### config.mk
export PLATFORM = sky130hd
export DESIGN_NAME = vrtc_top
export DESIGN_NICKNAME = d
export VERILOG_FILES = /design/src/hw/vrtc_pkg.sv /design/src/hw/vrtc_sync.sv /design/src/hw/vrtc_top.sv
export VERILOG_INCLUDE_DIRS = /design/src /design/src/hw
export SDC_FILE = /design/constraint.sdc
export NUM_CORES = 1
export LEC_CHECK = 0
export ABC_CLOCK_PERIOD_IN_PS = 2200
export BUFFER_PORTS_ARGS = -buffer_cell sky130_fd_sc_hd__buf_2
export CELL_PAD_IN_SITES_DETAIL_PLACEMENT = 0
export CELL_PAD_IN_SITES_GLOBAL_PLACEMENT = 1
export CORE_MARGIN = 2
export CORE_UTILIZATION = 40
export CTS_CLUSTER_DIAMETER = 80
export DETAILED_ROUTE_END_ITERATION = 7
export MAX_ROUTING_LAYER = met4
export PLACE_DENSITY_LB_ADDON = 0.1
export SYNTH_ARGS = -nofsm -noshare
export SYNTH_HDL_FRONTEND = slang
export SYNTH_SLANG_ARGS = --single-unit
### constraint.sdc
create_clock -name pclk -period 2.2 [get_ports pclk]
set_clock_uncertainty 0.2 [all_clocks]
set_input_delay 0.22 -clock pclk [delete_from_list [all_inputs] [get_ports pclk]]
set_output_delay 0.22 -clock pclk [all_outputs]
set_load 0.02 [all_outputs]
### src/hw/vrtc_defines.svh
`ifndef VRTC_DEFINES_SVH
`define VRTC_DEFINES_SVH

// register byte addresses
`define VRTC_CTRL_ADDR        12'h000
`define VRTC_STAT_ADDR        12'h004
`define VRTC_ADDR_W           12

// control register field positions
`define VRTC_REF_EN_BIT       7
`define VRTC_READY_BIT        6
`define VRTC_TS_EN_BIT        5
`define VRTC_TS_RNG_BIT       4
`define VRTC_CMP_GAIN_HI      3
`define VRTC_CMP_GAIN_LO      2
`define VRTC_CONV_GAIN_HI     1
`define VRTC_CONV_GAIN_LO     0
`define VRTC_CTRL_RESET       8'h00

// status register field positions
`define VRTC_ST_CONV_SETTLED  0
`define VRTC_ST_CMP_SETTLED   1
`define VRTC_ST_TS_SETTLED    2

// timing
`define VRTC_CLK_PERIOD_NS    4
`define VRTC_BUF_SETTLE_NS    30000
`define VRTC_TS_SETTLE_NS     200000
`define VRTC_TIMER_W          16

`endif

### src/hw/vrtc_pkg.sv
package vrtc_pkg;

  typedef enum logic [1:0] {
    VRTC_GAIN_OFF = 2'b00,
    VRTC_GAIN_1X  = 2'b01,
    VRTC_GAIN_2X  = 2'b10,
    VRTC_GAIN_4X  = 2'b11
  } vrtc_gain_e;

  typedef enum logic [1:0] {
    VRTC_PH_IDLE   = 2'b00,
    VRTC_PH_ACCESS = 2'b01,
    VRTC_PH_DONE   = 2'b10
  } vrtc_phase_e;

endpackage

### src/hw/vrtc_sync.sv
`timescale 1ns/10ps
module vrtc_sync (
  input  wire logic pclk,
  input  wire logic presetn,
  input  wire logic async_in,
  output logic      sync_out
);

  logic stage1;

  always_ff @(posedge pclk or negedge presetn) begin
    if (!presetn) begin
      stage1   <= 1'b0;
      sync_out <= 1'b0;
    end else begin
      stage1   <= async_in;
      sync_out <= stage1;
    end
  end

endmodule // vrtc_sync

### src/hw/vrtc_top.sv
// Contract
// [RULE1] control bit 7 turns the fixed reference on when 1 and off when 0.
// [RULE2] control bit 6 is a read-only ready flag, 1 only when the reference is usable.
// [RULE3] on the standard-voltage variant the ready flag always reads 1.
// [RULE4] control bit 5 powers the temperature sensing circuit when set.
// [RULE5] control bit 4 selects high range (four drops) when 1, low range (two) when 0.
// [RULE6] bits 3-2 set the comparator/DAC gain: 11 4x, 10 2x, 01 1x, 00 off.
// [RULE7] bits 1-0 set the converter gain with the same encoding.
// [RULE8] every writable control bit clears to zero on every reset.
// [RULE9] the temperature output is routed to its own converter input channel.
// [RULE10] software waits 200 us after selecting that channel before converting.
// [RULE11] software spaces temperature conversions at least 200 us apart.
// [RULE12] software waits 30 us after enabling a buffer output before using it.
// [RULE13] writes to the ready flag position are ignored.
`timescale 1ns/10ps
`include "vrtc_defines.svh"
module vrtc_top #(
  parameter bit                        STANDARD_VARIANT = 1'b0,
  parameter logic [`VRTC_TIMER_W-1:0]  BUF_SETTLE_CYCLES =
    `VRTC_TIMER_W'((`VRTC_BUF_SETTLE_NS + `VRTC_CLK_PERIOD_NS - 1)
                   / `VRTC_CLK_PERIOD_NS),
  parameter logic [`VRTC_TIMER_W-1:0]  TS_SETTLE_CYCLES =
    `VRTC_TIMER_W'((`VRTC_TS_SETTLE_NS + `VRTC_CLK_PERIOD_NS - 1)
                   / `VRTC_CLK_PERIOD_NS)
) (
  input  wire logic                    pclk,
  input  wire logic                    presetn,
  input  wire logic                    psel,
  input  wire logic                    penable,
  input  wire logic                    pwrite,
  input  wire logic [`VRTC_ADDR_W-1:0] paddr,
  input  wire logic [31:0]             pwdata,
  input  wire logic [3:0]              pstrb,
  output logic [31:0]                  prdata,
  output logic                         pready,
  output logic                         pslverr,
  input  wire logic                    ref_stable,
  output logic                         ref_enable,
  output logic [1:0]                   cmp_dac_ref_gain,
  output logic [1:0]                   converter_ref_gain,
  output logic                         temp_sense_enable,
  output logic                         temp_range_select,
  output logic                         temp_channel_route
);

  logic [7:0]               ctrl;
  logic                     ref_stable_sync;
  logic                     reference_ready_flag;
  logic [`VRTC_TIMER_W-1:0] conv_timer;
  logic [`VRTC_TIMER_W-1:0] cmp_timer;
  logic [`VRTC_TIMER_W-1:0] ts_timer;
  logic                     conv_settled;
  logic                     cmp_settled;
  logic                     ts_settled;
  logic                     access;
  logic                     complete;
  logic                     hit_ctrl;
  logic                     hit_stat;
  logic [31:0]              next_prdata;
  logic [7:0]               next_ctrl;

  // analog ready comes from another domain
  vrtc_sync u_ready_sync (
    .pclk     (pclk),
    .presetn  (presetn),
    .async_in (ref_stable),
    .sync_out (ref_stable_sync)
  );

  function automatic logic [`VRTC_TIMER_W-1:0] settle_step(
    input logic                     active,
    input logic [`VRTC_TIMER_W-1:0] count,
    input logic [`VRTC_TIMER_W-1:0] limit
  );
    if (!active)
      settle_step = '0;
    else if (count < limit)
      settle_step = count + `VRTC_TIMER_W'(1);
    else
      settle_step = count;
  endfunction

  // except on the standard-voltage variant, flag is low while disabled, whatever the analog side says
  assign reference_ready_flag = STANDARD_VARIANT ? 1'b1 :         // [RULE3]
                                (ctrl[`VRTC_REF_EN_BIT] &         // [RULE2]
                                 ref_stable_sync);

  assign access   = psel && penable;
  assign complete = access && pready;
  assign hit_ctrl = (paddr == `VRTC_CTRL_ADDR);
  assign hit_stat = (paddr == `VRTC_STAT_ADDR);

  always_comb begin
    next_ctrl = ctrl;
    if (complete && pwrite && hit_ctrl && pstrb[0]) begin
      next_ctrl[`VRTC_REF_EN_BIT] = pwdata[`VRTC_REF_EN_BIT];     // [RULE1]
      next_ctrl[`VRTC_TS_EN_BIT]  = pwdata[`VRTC_TS_EN_BIT];      // [RULE4]
      next_ctrl[`VRTC_TS_RNG_BIT] = pwdata[`VRTC_TS_RNG_BIT];     // [RULE5]
      next_ctrl[`VRTC_CMP_GAIN_HI:`VRTC_CMP_GAIN_LO] =
        pwdata[`VRTC_CMP_GAIN_HI:`VRTC_CMP_GAIN_LO];               // [RULE6]
      next_ctrl[`VRTC_CONV_GAIN_HI:`VRTC_CONV_GAIN_LO] =
        pwdata[`VRTC_CONV_GAIN_HI:`VRTC_CONV_GAIN_LO];             // [RULE7]
    end
    next_ctrl[`VRTC_READY_BIT] = 1'b0;                            // [RULE13]
  end

  always_ff @(posedge pclk or negedge presetn) begin
    if (!presetn) begin
      ctrl <= `VRTC_CTRL_RESET;                                   // [RULE8]
    end else begin
      ctrl <= next_ctrl;
    end
  end

  // one wait state: pready rises in the second access cycle
  always_ff @(posedge pclk or negedge presetn) begin
    if (!presetn) begin
      pready <= 1'b0;
    end else begin
      pready <= access && !pready;
    end
  end

  always_ff @(posedge pclk or negedge presetn) begin
    if (!presetn) begin
      pslverr <= 1'b0;
    end else begin
      pslverr <= access && !pready && !hit_ctrl && !hit_stat;
    end
  end

  always_comb begin
    next_prdata = 32'h0000_0000;
    if (hit_ctrl) begin
      next_prdata[7:0] = ctrl;
      next_prdata[`VRTC_READY_BIT] = reference_ready_flag;        // [RULE2]
    end else if (hit_stat) begin
      next_prdata[`VRTC_ST_CONV_SETTLED] = conv_settled;
      next_prdata[`VRTC_ST_CMP_SETTLED]  = cmp_settled;
      next_prdata[`VRTC_ST_TS_SETTLED]   = ts_settled;
    end
  end

  always_ff @(posedge pclk or negedge presetn) begin
    if (!presetn) begin
      prdata <= 32'h0000_0000;
    end else if (access && !pready && !pwrite) begin
      prdata <= next_prdata;
    end else if (!access) begin
      prdata <= 32'h0000_0000;
    end
  end

  // buffer settle timers restart whenever a path is switched off
  always_ff @(posedge pclk or negedge presetn) begin
    if (!presetn) begin
      conv_timer <= '0;
      cmp_timer  <= '0;
    end else begin
      conv_timer <= settle_step(ctrl[`VRTC_REF_EN_BIT] &&
                      (ctrl[`VRTC_CONV_GAIN_HI:`VRTC_CONV_GAIN_LO] !=
                       vrtc_pkg::VRTC_GAIN_OFF),
                      conv_timer, BUF_SETTLE_CYCLES);              // [RULE12]
      cmp_timer  <= settle_step(ctrl[`VRTC_REF_EN_BIT] &&
                      (ctrl[`VRTC_CMP_GAIN_HI:`VRTC_CMP_GAIN_LO] !=
                       vrtc_pkg::VRTC_GAIN_OFF),
                      cmp_timer, BUF_SETTLE_CYCLES);               // [RULE12]
    end
  end

  // advisory only: software still owns conversion spacing
  always_ff @(posedge pclk or negedge presetn) begin
    if (!presetn) begin
      ts_timer <= '0;
    end else begin
      ts_timer <= settle_step(ctrl[`VRTC_TS_EN_BIT], ts_timer,
                              TS_SETTLE_CYCLES);                   // [RULE10]
    end
  end

  always_ff @(posedge pclk or negedge presetn) begin
    if (!presetn) begin
      conv_settled <= 1'b0;
      cmp_settled  <= 1'b0;
      ts_settled   <= 1'b0;
    end else begin
      conv_settled <= (conv_timer >= BUF_SETTLE_CYCLES);
      cmp_settled  <= (cmp_timer >= BUF_SETTLE_CYCLES);
      ts_settled   <= (ts_timer >= TS_SETTLE_CYCLES);
    end
  end

  // analog controls, each straight from a flop
  always_ff @(posedge pclk or negedge presetn) begin
    if (!presetn) begin
      ref_enable         <= 1'b0;
      cmp_dac_ref_gain   <= vrtc_pkg::VRTC_GAIN_OFF;
      converter_ref_gain <= vrtc_pkg::VRTC_GAIN_OFF;
      temp_sense_enable  <= 1'b0;
      temp_range_select  <= 1'b0;
      temp_channel_route <= 1'b0;
    end else begin
      ref_enable         <= next_ctrl[`VRTC_REF_EN_BIT];           // [RULE1]
      cmp_dac_ref_gain   <=
        next_ctrl[`VRTC_CMP_GAIN_HI:`VRTC_CMP_GAIN_LO];            // [RULE6]
      converter_ref_gain <=
        next_ctrl[`VRTC_CONV_GAIN_HI:`VRTC_CONV_GAIN_LO];          // [RULE7]
      temp_sense_enable  <= next_ctrl[`VRTC_TS_EN_BIT];            // [RULE4]
      temp_range_select  <= next_ctrl[`VRTC_TS_RNG_BIT];           // [RULE5]
      temp_channel_route <= next_ctrl[`VRTC_TS_EN_BIT];            // [RULE9]
    end
  end

endmodule // vrtc_top

==> impl_summary.md <==
Power
The completed layout was analyzed and its total power is between 2 and 3 mW. In this run the static leakage power is 1.961 nW. The highest ir drop seen on vdd is just over 0.3 mV. For this design the ratio of total power to cell area is around 600 nW/µm².

Setup path
The internal reg-to-reg setup slack is 0.21 ns. The beginning of the worst register-to-register path is ts_timer[13]$_DFFE_PN0P_. For the worst flop-to-flop path, the logic depth is 5. The worst path arrival time is about 2.0 ns.

The critical path goes through nor4_2 > o21ai_0 > nor4_1 > xor2_1 > and2_1. The maximum net fanout on the critical path is 6. The worst register-to-register path ends at ts_timer[9]$_DFFE_PN0P_. STA classifies the critical path endpoint as a flop. In this design, the largest share of critical-path delay is due to simple AND/OR/NAND/NOR gates. The library cell contributing the largest single delay on the critical path is sky130_fd_sc_hd__dfrtp_1. The category of the most critical setup path is flop to flop. The worst setup path is launched from a flop. The delay of the slowest cell on the worst path is 0.43 ns. At the worst endpoint, the required time is 2.23 ns. Together, buffers and inverters on the worst path number 0.

Clock network
Clock tree synthesis selected as its root buffer the cell sky130_fd_sc_hd__clkbuf_8. Clock-pin slew was measured on the worst setup and hold paths at 0.08 ns. TritonCTS built the clock tree. The number of gates resized after cts is 0. The clock insertion delay at the later pin of the skew report is 0.34 ns. Counting along the longest clock path gives a buffer depth of 2. The H-tree was split into 3 levels. Clock tree synthesis inserted a total of 9 buffers.

Counting every sink on the clock net gives 70.

Yosys
The average instance area after synthesis is roughly 10 µm². During synthesis, Yosys emitted a total of 0 warnings. The cell area after synthesis is 3573 µm². The flop and latch count out of synthesis is 70. The proportion of synthesized flip-flops having asynchronous set or reset is 100.0%. The unique cell type count in the Yosys netlist is 48. Synthesis handed over a netlist of 349 instances. The commonest register cell after synthesis is sky130_fd_sc_hd__dfrtp_1. Yosys mapped a number of flops with a built-in enable equal to 0. Of the synthesized area, sequential elements account for 49.02%.

STA
The final hold slack is 0.01178 ns. After routing, the total negative slack on setup checks comes to 0 ns. Setup violations remaining at the end of the flow were counted as 0. The worst path needs 1.991 ns of the cycle, external delays included. The worst slew margin relative to its limit is 51.96%. For this run, the top clock speed supported by timing is 502.2 MHz.

Setup repair after global routing left no endpoint under its margin. The count of endpoints failing hold in the final timing report came to 0. After layout, the worst path uses approximately 91% of the clock period. The number of pins with negative max-slew slack in the final report is 0.

In the post-route analysis, the smallest setup slack over all paths is 0.2088 ns. The actual slew at the worst max-slew pin is between 0.7 and 0.8 ns.

Hold path
The path class of the tightest hold or removal check is input port to flop. The source of the worst hold timing path is psel. The path with the worst hold slack has its endpoint at pready$_DFF_PN0_. The number of stages on the worst hold path is 3.

Status
The flow ran to the end, and the final reports show no timing, DRC or antenna violations.

GRT
The maximum number of pins on one net before global-route repair is 71. The number of global-route vias before repair is 2570. The first-pass GRT wire length is 12290 µm. Global routing finished with a remaining overflow of 0. The total global-route track usage is 16.11%. The initial antenna violation count is 0.

Detailed routing
The count of routing violations after the opening detailed-route iteration is between 100 and 150. The total DRC errors in the routed layout is 0. After detailed routing, the total wire length is 7086 µm. Dividing the detail-routed via count by the number of cells gives between 4 and 5.

The pre-antenna-repair detailed-routing pass consisted of 4 iterations. In this run the remaining antenna-violating nets after routing total 0. Dividing the detail-routed wire length by the instance count gives 13.45 µm. The via count of the routed design is between 2000 and 3000.

Die
In this run the core area contains 34 standard-cell rows. For this design the top-level I/O count stands at 96. The floorplan step set the die height to 98.52 µm.

From left edge to right edge, the die measures about 99 µm. The die covers 9705 µm². The area of the placeable core is 8678 µm². For this configuration, the core starts out at a cell density of between 40% and 50%.

Place
At the placement stage, the worst setup path has a slack of approximately 0.23 ns. In this run the tool buffered the top-level ports with 43 buffer cells. The weighted congestion reported at the end of routability-driven placement is 0.8286. Detailed placement ended at an HPWL of 4973 µm.

Final layout
Cells with a size suffix above 1 make up between 20% and 30% of the layout. In the layout the commonest cells are sky130_fd_sc_hd__dfrtp_1 (70), sky130_fd_sc_hd__buf_2 (43), sky130_fd_sc_hd__nor2_1 (29). The leading cell type in the layout, fill and taps excluded is sky130_fd_sc_hd__dfrtp_1. The post-layout utilization of the core is between 40% and 50%.

The number of antenna cells inserted is 0. The final net count is ~470. From synthesis to final layout, the design area changed by 17.51%.

Job
Max-cap violations in this run came to 0.
where the power goes:
group          internal (mW)  switching (mW)  total (mW)
Sequential              1.29         0.00237        1.29
Combinational         0.0354          0.0807       0.116
Clock                  0.672           0.490        1.16
Total                   2.00           0.573        2.57
cells by family (layout without fill, tap and decap cells):
| family | Yosys count | in the layout | share of synthesized area [%] |
|---|---|---|---|
| AND/OR/NAND/NOR | 131 | 131 | 19.68 |
| flip-flops | 70 | 70 | 49.02 |
| AO/OA/AOI/OAI | 52 | 52 | 10.43 |
| buffers and inverters | 48 | 95 | 7.913 |
| XOR/XNOR | 28 | 28 | 6.863 |
| multiplexers | 13 | 13 | 3.887 |
| adder cells (fa/ha/maj) | 6 | 6 | 2.101 |
| other | 1 | 24 | 0.1049 |
Yosys cell counts, types with 5 or more instances:
library cell / n / share of area [%]
sky130_fd_sc_hd__dfrtp_1: 70 / 49
sky130_fd_sc_hd__nor2_1: 29 / 3.0
sky130_fd_sc_hd__buf_4: 25 / 5.3
sky130_fd_sc_hd__nand2_1: 24 / 2.5
sky130_fd_sc_hd__xnor2_1: 21 / 5.1
sky130_fd_sc_hd__and2_1: 20 / 3.5
sky130_fd_sc_hd__nand3_1: 17 / 2.4
sky130_fd_sc_hd__inv_1: 16 / 1.7
sky130_fd_sc_hd__a21oi_1: 12 / 1.7
sky130_fd_sc_hd__o21ai_0: 10 / 1.4
sky130_fd_sc_hd__nor3_1: 8 / 1.1
sky130_fd_sc_hd__mux2_2: 7 / 2.2
sky130_fd_sc_hd__xor2_1: 7 / 1.7
sky130_fd_sc_hd__ha_1: 6 / 2.1
sky130_fd_sc_hd__mux2i_1: 6 / 1.7
sky130_fd_sc_hd__nand4_1: 6 / 1.1
sky130_fd_sc_hd__and3_1: 5 / 0.88
sky130_fd_sc_hd__clkbuf_1: 5 / 0.53
sky130_fd_sc_hd__nor4_1: 5 / 0.88
cell type report:
type / instances / area [µm²]
Fill cell: 825 / 4479
Sequential cell: 70 / 1752
Multi-Input combinational cell: 254 / 1625
Timing Repair Buffer: 63 / 402.9
Clock buffer: 11 / 141.4
Tap cell: 108 / 135.1
Clock inverter: 5 / 82.58
Inverter: 16 / 60.06
routing by layer:
| layer | global-route usage, % | vias up | share of wire (%) |
|---|---|---|---|
| met2 | 23.44 | 49 | 43 |
| met4 | 5.690 | 0 | 1.6 |
| met5 | - | - | 0 |
| met1 | 22.56 | 1242 | 51 |
| met3 | 3.191 | 9 | 3.9 |
| li1 | - | 1284 | - |
through the flow:
step | area, µm² | cells
global placement | 3875 | 501
global route | 4199 | 527
detailed placement | 3875 | 501
finish | 4199 | 527
floorplan | 3660 | 372
CTS | 4199 | 527
tightest hold or removal path, stage by stage:
cell and delay [ns]:
sky130_fd_sc_hd__buf_2 0.09, sky130_fd_sc_hd__nand2_1 0.12, sky130_fd_sc_hd__nor2_1 0.07
sequential cells by signal, summed over array words and instances, names as in the netlist, 5 cells and up:
name	flops
ts_timer	16
prdata	8
conv_timer	16
ctrl	5
cmp_timer	16
timing repair:
item                                    CTS  global route
setup buffers                             0             0
hold endpoints to repair                 79             0
hold buffers                             10             0
endpoints found under the setup margin    0             0
worst max-delay path by stage:
stage	slack (ns)	start	cells past startpoint	to
after floorplan	0.41	cmp_timer[2]$_DFFE_PN0P_	6	cmp_timer[6]$_DFFE_PN0P_
after global placement	0.23	ts_timer[13]$_DFFE_PN0P_	5	ts_timer[9]$_DFFE_PN0P_
after detailed placement	0.23	ts_timer[13]$_DFFE_PN0P_	5	ts_timer[9]$_DFFE_PN0P_
after CTS	0.22	ts_timer[13]$_DFFE_PN0P_	5	ts_timer[9]$_DFFE_PN0P_
after global routing	0.08	cmp_timer[9]$_DFFE_PN0P_	5	cmp_timer[9]$_DFFE_PN0P_
final	0.21	ts_timer[13]$_DFFE_PN0P_	5	ts_timer[9]$_DFFE_PN0P_
(Power assumes the default switching activity.)
